File: config.mk
export PLATFORM = sky130hd
export DESIGN_NAME = cxp_top
export DESIGN_NICKNAME = d
export VERILOG_FILES = /design/src/inc/cxp_pkg.sv /design/src/cxp_top.sv
export VERILOG_INCLUDE_DIRS = /design/src /design/src/inc
export SDC_FILE = /design/constraint.sdc
export NUM_CORES = 1
export LEC_CHECK = 0
export BUFFER_PORTS_ARGS = -buffer_cell sky130_fd_sc_hd__buf_4
export CORE_ASPECT_RATIO = 0.7
export CORE_MARGIN = 3
export CORE_UTILIZATION = 44
export CTS_CLUSTER_DIAMETER = 100
export CTS_CLUSTER_SIZE = 25
export DETAILED_ROUTE_END_ITERATION = 10
export PLACE_DENSITY = 0.79
export SYNTH_ARGS = -nofsm -noshare
export SYNTH_HDL_FRONTEND = slang
export SYNTH_SLANG_ARGS = --single-unit
File: constraint.sdc
create_clock -name SYS_CLK -period 1.6 [get_ports SYS_CLK]
set_input_delay 0.32 -clock SYS_CLK [delete_from_list [all_inputs] [get_ports SYS_CLK]]
set_output_delay 0.32 -clock SYS_CLK [all_outputs]
set_load 0.05 [all_outputs]
File: src/inc/cxp_map.svh
// constants of the configuration extension port
`ifndef CXP_MAP_SVH
`define CXP_MAP_SVH
`define CXP_LEG_LO 10'h010
`define CXP_LEG_HI 10'h01f
`define CXP_EXT_LO 10'h100
`define CXP_EXT_HI 10'h3ff
`endif

File: src/inc/cxp_pkg.sv
// types of the configuration extension port
package cxp_pkg;
	typedef struct packed {
		logic [9:0] reg_num;
		logic [7:0] func_num;
	} cxp_addr_t;
	typedef struct packed {
		logic [31:0] data;
		logic [3:0] be;
	} cxp_wr_t;
	typedef enum logic [1:0] {CXP_IDLE, CXP_PULSE, CXP_HOLD} cxp_state_t;
endpackage : cxp_pkg

File: src/cxp_top.sv
// configuration extension port toward user register logic
`include "cxp_map.svh"
module cxp_top
	import cxp_pkg::*;
(
	input wire logic SYS_CLK,
	input wire logic RST,
	input wire logic LEG_EN,
	input wire logic EXT_EN,
	input wire logic LINK_RD,
	input wire logic LINK_WR,
	input wire cxp_addr_t LINK_ADDR,
	input wire cxp_wr_t LINK_WDATA,
	output logic LINK_BUSY,
	output logic LINK_RDONE,
	output logic [31:0] LINK_RDATA,
	output logic READ_RECEIVED,
	output logic WRITE_RECEIVED,
	output cxp_addr_t REQ_ADDR,
	output cxp_wr_t REQ_WDATA,
	input wire logic [31:0] READ_DATA,
	input wire logic READ_DATA_VALID
);
	////////////////////////////////////////////////////////////////
	cxp_state_t st_reg, st_next;
	logic rd_reg, rd_next, wr_reg, wr_next, done_reg, done_next;
	logic busy_reg, busy_next;
	cxp_addr_t addr_reg, addr_next;
	cxp_wr_t wd_reg, wd_next;
	logic [31:0] rdat_reg, rdat_next;
	logic in_user;
	logic cap;

	assign in_user = (LEG_EN && LINK_ADDR.reg_num >= `CXP_LEG_LO
		&& LINK_ADDR.reg_num <= `CXP_LEG_HI)
		|| (EXT_EN && LINK_ADDR.reg_num >= `CXP_EXT_LO
		&& LINK_ADDR.reg_num <= `CXP_EXT_HI);
	// only a held read accepts data; stray valids are dropped
	assign cap = (st_reg == CXP_HOLD) && READ_DATA_VALID;

	////////////////////////////////////////////////////////////////
	always_comb begin
		st_next = st_reg;
		rd_next = 1'b0;
		wr_next = 1'b0;
		done_next = 1'b0;
		addr_next = addr_reg;
		wd_next = wd_reg;
		rdat_next = rdat_reg;
		case (st_reg)
			CXP_IDLE: begin
				if (LINK_RD) begin
					rd_next = 1'b1;
					addr_next = LINK_ADDR;
					st_next = in_user ? CXP_HOLD : CXP_PULSE;
				end else if (LINK_WR) begin
					wr_next = 1'b1;
					addr_next = LINK_ADDR;
					wd_next = LINK_WDATA;
					st_next = CXP_PULSE;
				end
			end
			CXP_PULSE: begin
				// single-cycle strobe completes, no user data wanted
				done_next = ~wr_reg;
				rdat_next = '0;
				st_next = CXP_IDLE;
			end
			CXP_HOLD: begin
				if (cap) begin
					rdat_next = READ_DATA;
					done_next = 1'b1;
					st_next = CXP_IDLE;
				end else begin
					rd_next = 1'b1;
				end
			end
			default: st_next = CXP_IDLE;
		endcase
		busy_next = (st_next != CXP_IDLE);
	end

	always_ff @(posedge SYS_CLK) begin
		if (RST) begin
			st_reg <= CXP_IDLE;
			rd_reg <= 1'b0;
			wr_reg <= 1'b0;
			done_reg <= 1'b0;
			addr_reg <= '0;
			wd_reg <= '0;
			rdat_reg <= '0;
			busy_reg <= 1'b0;
		end else begin
			st_reg <= st_next;
			rd_reg <= rd_next;
			wr_reg <= wr_next;
			done_reg <= done_next;
			addr_reg <= addr_next;
			wd_reg <= wd_next;
			rdat_reg <= rdat_next;
			busy_reg <= busy_next;
		end
	end

	////////////////////////////////////////////////////////////////
	assign READ_RECEIVED = rd_reg;
	assign WRITE_RECEIVED = wr_reg;
	assign REQ_ADDR = addr_reg;
	assign REQ_WDATA = wd_reg;
	assign LINK_RDONE = done_reg;
	assign LINK_RDATA = rdat_reg;
	assign LINK_BUSY = busy_reg;

	////////////////////////////////////////////////////////////////
	property p_rd_start;
		@(posedge SYS_CLK) disable iff (RST)
		(st_reg == CXP_IDLE && LINK_RD) |=> READ_RECEIVED;
	endproperty
	a_rd_start: assert property (p_rd_start) else $error("no read strobe");

	property p_pulse_nouser;
		@(posedge SYS_CLK) disable iff (RST)
		(st_reg == CXP_IDLE && LINK_RD && !LEG_EN && !EXT_EN)
		|=> READ_RECEIVED ##1 !READ_RECEIVED;
	endproperty
	a_pulse_nouser: assert property (p_pulse_nouser)
		else $error("read not one cycle");

	property p_hold;
		@(posedge SYS_CLK) disable iff (RST)
		(st_reg == CXP_HOLD && !READ_DATA_VALID) |=> READ_RECEIVED;
	endproperty
	a_hold: assert property (p_hold) else $error("held strobe dropped");

	property p_outside;
		@(posedge SYS_CLK) disable iff (RST)
		(st_reg == CXP_IDLE && LINK_RD && !in_user) |=> ##1 !READ_RECEIVED;
	endproperty
	a_outside: assert property (p_outside) else $error("outside held");

	property p_wr_pulse;
		@(posedge SYS_CLK) disable iff (RST)
		WRITE_RECEIVED |=> !WRITE_RECEIVED;
	endproperty
	a_wr_pulse: assert property (p_wr_pulse)
		else $error("write not pulse");

	property p_addr;
		@(posedge SYS_CLK) disable iff (RST)
		(st_reg == CXP_IDLE && (LINK_RD || LINK_WR))
		|=> REQ_ADDR == $past(LINK_ADDR);
	endproperty
	a_addr: assert property (p_addr) else $error("address wrong");

	property p_func_stable;
		@(posedge SYS_CLK) disable iff (RST)
		(READ_RECEIVED && $past(READ_RECEIVED))
		|-> REQ_ADDR.func_num == $past(REQ_ADDR.func_num);
	endproperty
	a_func_stable: assert property (p_func_stable)
		else $error("function moved");

	property p_wdata;
		@(posedge SYS_CLK) disable iff (RST)
		(st_reg == CXP_IDLE && !LINK_RD && LINK_WR)
		|=> WRITE_RECEIVED && REQ_WDATA == $past(LINK_WDATA);
	endproperty
	a_wdata: assert property (p_wdata) else $error("write data wrong");

	property p_capture;
		@(posedge SYS_CLK) disable iff (RST)
		(READ_RECEIVED && st_reg == CXP_HOLD && READ_DATA_VALID)
		|=> LINK_RDONE && LINK_RDATA == $past(READ_DATA) && !READ_RECEIVED;
	endproperty
	a_capture: assert property (p_capture) else $error("capture wrong");

	property p_ignore;
		@(posedge SYS_CLK) disable iff (RST)
		(st_reg != CXP_HOLD && READ_DATA_VALID && !(st_reg == CXP_PULSE
		&& rd_reg)) |=> !LINK_RDONE;
	endproperty
	a_ignore: assert property (p_ignore) else $error("stray valid taken");

	property p_leg_hold;
		@(posedge SYS_CLK) disable iff (RST)
		(st_reg == CXP_IDLE && LINK_RD && LEG_EN
		&& LINK_ADDR.reg_num >= `CXP_LEG_LO
		&& LINK_ADDR.reg_num <= `CXP_LEG_HI)
		|=> READ_RECEIVED ##1 (READ_RECEIVED || $past(READ_DATA_VALID));
	endproperty
	a_leg_hold: assert property (p_leg_hold)
		else $error("legacy read not held");

	property p_ext_hold;
		@(posedge SYS_CLK) disable iff (RST)
		(st_reg == CXP_IDLE && LINK_RD && EXT_EN
		&& LINK_ADDR.reg_num >= `CXP_EXT_LO
		&& LINK_ADDR.reg_num <= `CXP_EXT_HI)
		|=> READ_RECEIVED ##1 (READ_RECEIVED || $past(READ_DATA_VALID));
	endproperty
	a_ext_hold: assert property (p_ext_hold)
		else $error("extended read not held");

	property p_wr_be;
		@(posedge SYS_CLK) disable iff (RST)
		(st_reg == CXP_IDLE && !LINK_RD && LINK_WR)
		|=> REQ_WDATA.be == $past(LINK_WDATA.be);
	endproperty
	a_wr_be: assert property (p_wr_be)
		else $error("byte enables wrong");

	property p_ignore_pulse;
		@(posedge SYS_CLK) disable iff (RST)
		(st_reg == CXP_PULSE && rd_reg && READ_DATA_VALID)
		|=> LINK_RDONE && LINK_RDATA == 32'h0;
	endproperty
	a_ignore_pulse: assert property (p_ignore_pulse)
		else $error("pulse read took data");

	property p_plain_done;
		@(posedge SYS_CLK) disable iff (RST)
		(st_reg == CXP_IDLE && LINK_RD && !LEG_EN && !EXT_EN)
		|=> ##1 LINK_RDONE && LINK_RDATA == 32'h0;
	endproperty
	a_plain_done: assert property (p_plain_done)
		else $error("plain read not finished");
endmodule : cxp_top

; After elaboration in Yosys (flattened, before gate mapping)
; Cells that the tools add are included.
[classes]
addsub = 0
n_mul = 0
n_div = 0
magnitude_cmp = 4
eq_ne = 3
n_shift = 0
mux = 15
bitwise_logic = 3
reduce_logical = 14
[ops]
columns = cell, count
row1 = case mux 32 bit (2 select lines), 1
row2 = two-way mux 18 bit, 2
row3 = two-way mux 32 bit, 1
row4 = greater-or-equal comparator 10 x 5 -> 1 bit (second input constant), 1
row5 = greater-or-equal comparator 10 x 9 -> 1 bit (second input constant), 1
row6 = <= comparator 10 bit (second input constant), 1
row7 = <= comparator 10 x 5 -> 1 bit (second input constant), 1
row8 = two-way mux 2 bit, 4
row9 = nonzero test 2 bit, 3
row10 = logical AND 1 bit, 5
row11 = two-way mux 1 bit, 4
row12 = case mux 1 bit (2 select lines), 2
row13 = case mux 2 bit (2 select lines), 1
row14 = AND reduction 2 bit, 2
row15 = inverter 1 bit, 3
row16 = AND reduction 3 bit, 1
row17 = OR reduction 3 bit, 1
row18 = equality test 2 x 1 -> 1 bit (second input constant), 1
row19 = equality test 2 bit (second input constant), 1
row20 = logical NOT 2 bit, 1
row21 = inequality test 2 bit (second input constant), 1
row22 = logical OR 1 bit, 1
[totals]
ff_bits = 92
latch_bits = 0
mem_bits_rw = 0
romBits = 0
in_bits = 93
wordCells = 49
n_memories = 0

; Logic depth before layout (Yosys ltp)
; Gate-level depths: netlist (run 1).
[logic_depth]
depth_word = 8
mapped_depth = 8
depth_no_buf = 6

; Least setup slack after synthesis (run 1)
; Ideal clock, no wire load.
[synth_path]
kind = reg2reg
start = register st_reg[0]
end = register wd_reg, in the netlist REQ_WDATA[0]
setup_ns = 0.132
arrival_ns = 1.283
t_required_ns = 1.468
setup_slack_ns = 0.185
stages_incl_launch_ff = 9
synth_period_minus_slack_ns = 1.415
path_cell_list = dfxtp_1 -> inv_1 -> ha_1 -> buf_2 -> and3b_1 -> buf_4 -> buf_4 -> nand2_1 -> a21oi_1
[synth_between]
elab_chain_len = 2
[synth_rtl]
columns = element, line
row1 = "start, declared", cxp_top.sv:25  ; cxp_state_t st_reg, st_next;
row2 = "start signal, assigned", cxp_top.sv:94  ; st_reg <= st_next;
row3 = logical NOT 2 bit, cxp_top.sv:50  ; case (st_reg)
row4 = AND reduction 3 bit (no source line), -
row5 = "end signal, assigned", cxp_top.sv:99  ; wd_reg <= wd_next;
row6 = "end, declared", cxp_top.sv:29  ; cxp_wr_t wd_reg, wd_next;
; No other way between the ends.
; A chain may end at the register's enable or synchronous reset.

; Final worst setup path (run 1)
[layout_path]
start = register st_reg[0]
end = register rdat_reg[31], in the netlist LINK_RDATA[31]
[layout_between]
elab_chain_len = 4
word_cells_on_any_way = 7
classes_between = eq/ne (3) / mux (1) / reduce/logical (3)
[layout_rtl]
columns = element, line
row1 = equality test 2 bit, "cxp_top.sv:39, cxp_top.sv:50"
row2 = logical AND 1 bit, cxp_top.sv:39  ; assign cap = (st_reg == CXP_HOLD) && READ_DATA_VALID;
row3 = inequality test 2 bit (no source line), -
row4 = AND reduction 2 bit (no source line), -
row5 = "end signal, assigned", cxp_top.sv:100  ; rdat_reg <= rdat_next;
row6 = "end, declared", cxp_top.sv:30  ; logic [31:0] rdat_reg, rdat_next;
; Parallel ways exist; a longest one is shown, timed or not.

==> impl_metrics.csv, run 1 <==
group,metric,value,unit
power,irDropWorstVdd,0.5253,mV
sta,finClkSkew,8.788,ps
drt,vias_per_cell,4.855,
sta,setup_violations,0,
clocking,cts_root_buf,"clkbuf_8",
sta,hold_violations,0,
die,die_w,109.7,µm
drt,firstDrtPassIters,4,
flow_run,maxCapViolations,0,
grt,grt_usage,21.56,%
setup_path,crit_type,"flip-flop to flip-flop",
yosys,synth_ff_type,"dfxtp_1",
sta,slew_headroom,51.19,%
clocking,cts_buffers,9,
worst_hold_path,min_path_type,"primary input to flip-flop",
setup_path,end_kind,"flip-flop",
die,initial_core_util,47.23,%
clocking,htree_levels,3,
yosys,yosys-top-cells-area,"dfxtp_1 (56%), nand2_1 (12%), a21oi_1 (8.6%), a22oi_1 (7.3%), nor2_1 (3.9%)",
sta,max_freq,650.6,MHz
sta,drv_slew,0,
sta,worst_pin_slew,732.1,ps
drt,antenna_left,0,
power,p_per_area,1012,mW/mm²
place,portBuffers,182,
layout,antenna_cells,0,
drt,wl_per_cell,14.59,µm
yosys,synth_cell_types,27,
drt,vias,3209,
die,core-area,0.007007,mm²
clocking,cts_buffer_depth,2,
grt,antenna_found_initial,0,
layout,n_fill_cell,546,
die,io_pins,183,
setup_path,slowest_stage,"dfxtp_2",
sta,rsz0062_at_grt,"no",
yosys,synth-seq-cells,92,
drt,route.detailed.drc,0,
setup_path,cpPeakStageDelay,340,ps
grt,grt_pass1_wl,14590,µm
clocking,clock_latency,350,ps
yosys,synth.top_cell.area_share,55.65,%
yosys,synth_area,0.003309,mm²
drt,drt_iter0_markers,184,
yosys,yosys.area.top_type,"dfxtp_1",
clocking,cts_tree,"built",
clocking,path_clk_slew,90,ps
setup_path,worstPathMaxFanout,8,
clocking,clock_sinks,92,
place,dp.cells,643,
layout,fin_nets,659,
yosys,synth-warning-count,0,
sta,finalCritPeriodShare,96.06,%
die,dieArea,0.008615,mm²
place,gp_congestion,0.8450,
clocking,post_cts_buffers,0,
yosys,syn_nets,476,
yosys,synth_edf_count,0,
setup_path,start_kind,"flip-flop",
place,post-place-ws,-252.7,ps
setup_path,cp_data_arrival_time,1820,ps
yosys,async_flop_share,0,%
layout,final_cells,661,
sta,min_period,1537,ps
grt,grt_pass1_vias,3053,
die,die_h,78.56,µm
drt,drt-total-wl,9642,µm
place,place_hpwl,7059,µm
sta,finalWorstSetupSlack,62.96,ps
layout,synthToLayoutAreaGrowth,52.89,%
power,p_leak,2.284,nW
die,rows,25,
status,status,"finished, final reports clean",
setup_path,cp_data_required_time,1880,ps
yosys,synth.avg_cell_area,8.709,µm²
grt,grt_max_degree,35,
layout,final_util,72.21,%
clocking,hold_buffers,0,
grt,overflow,0,
layout,drive_gt1_share,39.86,%
layout,largest_register_ffs,36,
yosys,netlist_instances,380,
setup_path,cp_cell_sequence,"inv_2 -> buf_4 -> ha_4 -> and2_4 -> a21oi_4 -> clkbuf_16 -> a22oi_1 -> nor2_1",
yosys,seq_area_frac_synth,55.65,%
## power by group
part,total (mW),internal [mW],leakage (nW),switching (mW)
logic,1.15,0.450,1.44,0.700
registers,2.45,2.39,0.750,0.0555
clock network,1.52,0.755,0.0914,0.766
## logic make-up after synthesis
group           count (synthesis)  share of synthesized area, %
compound gates                 97                         18.15
buf+inv                        33                         6.049
flops                          92                         55.65
fa+ha+maj                       3                         1.134
simple gates                  155                         19.02
## through the flow
stage / area (µm²) / hold WS, ps / TNS (ps) / power (mW)
after floorplan: 3309 / 456.0 / 0 / 3.171
after global placement: 4775 / 442.8 / -2399 / 3.578
after detailed placement: 4775 / 446.6 / -3741 / 3.598
after CTS: 4969 / 190.2 / 0 / 5.108
after global routing: 5060 / 193.9 / 0 / 5.344
final: 5060 / 212.1 / 0 / 5.121
## worst paths after layout
kind / from / end / slack [ps] / cells after the start
worst max-delay path: st_reg[0] / LINK_RDATA[31] / 60 / 8
worst min-delay path: LINK_WDATA[6] / REQ_WDATA[6] / 210 / 3
worst max register to register: st_reg[0] / LINK_RDATA[31] / 60 / 8
worst min register to register: REQ_WDATA[32] / REQ_WDATA[32] / 460 / 2
## repair_timing
item / CTS / global route
pin swaps: 0 / 3
endpoints found under the setup margin: 18 / 44
gates resized for setup: 1 / 9
cloned: 0 / 3
## layout by cell type, fill, tap and decap left out, types with 4 or more instances in the layout
cell | netlist | final
a22oi_1 | 32 | 31
inv_1 | 5 | 4
a21oi_1 | 57 | 57
nand2_1 | 110 | 110
buf_4 | 9 | 192
buf_12 | 0 | 4
nor2_1 | 34 | 34
clkbuf_8 | 0 | 10
dfxtp_1 | 92 | 91
## final cells by class
type / count / area (µm²) / area share [%]
multi-input combinational: 255 / 1295 / 25.59
clock buffer: 11 / 141.4 / 2.794
tap: 94 / 117.6 / 2.324
clock inverter: 4 / 50.05 / 0.9891
inverter: 5 / 18.77 / 0.3709
timing repair buffer: 200 / 1594 / 31.50
sequential: 92 / 1843 / 36.42
## per-layer routing
metal	up-vias	part of all wire [%]	track usage [%]
met4	0	1.8	8.095
met5	-	0	0
li1	1624	-	-
met1	1454	41	25.15
met2	114	48	35.93
met3	17	9.2	8.053
## critical path, delay by kind of cell (launching register included)
| kind | cells | cell delay [ps] |
|---|---|---|
| buf+inv | 3 | 390 |
| simple gates | 2 | 260 |
| compound gates | 2 | 340 |
| fa+ha+maj | 1 | 160 |
| flops | 1 | 340 |
## cells in the mapped netlist (2+ instances only)
library cell	instances
dfxtp_1	92
a22oi_1	32
buf_2	4
nor2_1	34
nor2b_1	2
clkbuf_1	10
ha_1	3
inv_1	5
nand2b_1	2
o21ai_0	2
buf_6	5
buf_4	9
nand2_1	110
a21oi_1	57
(Power assumes the default switching activity.)
==> run 2: changes to the inputs <==
PLACE_DENSITY = 0.85   (was 0.79)
SETUP_SLACK_MARGIN = 0.1   (was not set)
==> run 2 against run 1 <==
Die area stayed put. Clock skew is 1.1 ps higher. First-iteration DRC count is 27% higher. Critical path type unchanged. Fmax is 3.6% higher. Critical path depth is 1 higher. Critical endpoint is now LINK_RDATA[28]. Cell count is 0.30% higher.
==> impl_metrics.csv, run 2 (synthesis results as in run 1) <==
group,metric,value,unit
worst_hold_path,min_path_type,"primary input to flip-flop",
die,die_w,109.7,µm
die,initial_core_util,47.23,%
sta,hold_violations,0,
die,core-area,0.007007,mm²
setup_path,cp-endpoint,"LINK_RDATA[28]",
drt,firstDrtPassIters,4,
layout,ff_latch_area,0.001843,mm²
setup_path,worstPathMaxFanout,8,
setup_path,slowest_stage,"dfxtp_2",
setup_path,cp_top_family,"buffers and inverters",
clocking,cts_buffers,9,
setup_path,cp_cell_sequence,"inv_2 -> buf_6 -> ha_4 -> and2_4 -> a21oi_4 -> buf_6 -> clkbuf_16 -> a22oi_2 -> nor2_1",
layout,drive_gt1_share,44.46,%
die,rows,25,
die,io_pins,183,
layout,largest_register_ffs,36,
drt,dr_wl_met3,892,µm
clocking,htree_levels,3,
setup_path,crit_path_start,"st_reg[0]",
setup_path,cp_data_required_time,1870,ps
sta,slew_headroom,67.38,%
layout,final_cell_mix,"buf_4 (190), nand2_1 (110), dfxtp_1 (91)",
drt,antenna_left,0,
grt,grt_max_degree,38,
clocking,hold_buffers,0,
place,gp_congestion,0.8320,
clocking,cts_tree,"built",
layout,final_cells,663,
grt,grt_pass1_wl,14690,µm
drt,highest_layer,"met4",
sta,drv_slew,0,
layout,fin_nets,661,
setup_path,end_kind,"flip-flop",
drt,drt-total-wl,9867,µm
power,p_leak,2.335,nW
setup_path,worst-path-buf-inv,4,
sta,setup_violations,0,
grt,grt_pass1_vias,3113,
layout,multiInputGateArea,0.001424,mm²
clocking,clock_latency,340,ps
drt,dr_wl_met2,4802,µm
place,dp.cells,642,
clocking,clock_sinks,92,
setup_path,reg2reg_to,"LINK_RDATA[28]",
sta,worst_pin_slew,487.5,ps
power,p_per_area,1041,mW/mm²
layout,final_common_cell,"buf_4",
setup_path,start_kind,"flip-flop",
status,status,"finished, final reports clean",
place,portBuffers,182,
drt,wl_per_cell,14.88,µm
setup_path,cpMostUsedCell,"buf_6",
clocking,path_clk_slew,90,ps
sta,finClkSkew,9.856,ps
die,dieArea,0.008615,mm²
setup_path,rr_startpoint,"st_reg[0]",
die,die_h,78.56,µm
drt,route.detailed.drc,0,
sta,min_period,1484,ps
setup_path,cp_data_arrival_time,1750,ps
drt,drt_iter0_markers,234,
setup_path,crit_cells,9,
drt,vias_per_cell,4.974,
sta,whs,219.9,ps
setup_path,r2r_cells,9,
clocking,cts_root_buf,"clkbuf_8",
sta,rsz0062_at_grt,"yes",
layout,synthToLayoutAreaGrowth,60.00,%
setup_path,r2r_slack,120,ps
grt,overflow,0,
clocking,cts_buffer_depth,2,
setup_path,crit_type,"flip-flop to flip-flop",
power,irDropWorstVdd,0.6964,mV
drt,wl_met1,4049,µm
sta,max_freq,674.0,MHz
grt,antenna_found_initial,0,
flow_run,maxCapViolations,0,
layout,n_fill_cell,492,
layout,antenna_cells,0,
grt,grt_usage,21.34,%
drt,vias,3298,
sta,finalCritPeriodShare,92.72,%
setup_path,cpPeakStageDelay,340,ps
place,place_hpwl,6912,µm
-- run 2: worst min path at each step --
stage | startpoint | end | slack, ps | depth (start not counted)
after floorplan | LINK_ADDR[10] | REQ_ADDR[10] | 460 | 2
after global placement | REQ_WDATA[7] | REQ_WDATA[7] | 440 | 2
after detailed placement | REQ_ADDR[7] | REQ_ADDR[7] | 450 | 2
after CTS | LINK_WDATA[25] | REQ_WDATA[25] | 200 | 3
after global routing | LINK_WDATA[10] | REQ_WDATA[10] | 200 | 3
final | LINK_ADDR[3] | REQ_ADDR[3] | 220 | 3
-- run 2: worst min-delay path: cells and delay by family --
kind	cells	cell delay (ps)
AO/OA/AOI/OAI	1	50
buffers and inverters	1	110
AND/OR/NAND/NOR	1	50
-- run 2: per-layer routing --
metal	track usage, %	up-vias
met5	0	-
met1	24.94	1535
met4	7.223	0
met3	7.806	10
li1	-	1630
met2	35.99	123
-- run 2: timing repair --
action	CTS	global route
hold endpoints to repair	0	0
resized for setup	6	35
setup buffers	1	2
endpoints found under the setup margin	50	73
pin swaps	0	20
cloned	1	2
-- run 2: through the flow --
stage	power, mW	worst slack (ps)	setup TNS (ps)	utilization, %	cell area [µm²]
6_report	5.510	116.4	0	75.57	5295
5_1_grt	5.742	36.48	0	75.57	5295
4_1_cts	5.462	122.8	0	72.46	5077
3_5_place_dp	3.600	-216.4	-3357	68.21	4780
3_3_place_gp	3.581	-121.1	-2060	68.21	4780
2_1_floorplan	3.171	185.0	0	-	3309
-- run 2: layout make-up --
cell class	instances	share of cell area [%]
clock inverter	4	1.843
tap	94	2.221
sequential	92	34.81
inverter	5	0.3544
timing repair buffer	202	31.21
multi-input combinational	255	26.89
clock buffer	11	2.670
-- run 2: power by group --
part           internal [mW]  switching (mW)  total [mW]
logic                  0.494           0.735        1.23
clock network           1.07           0.756        1.83
registers               2.39          0.0569        2.45
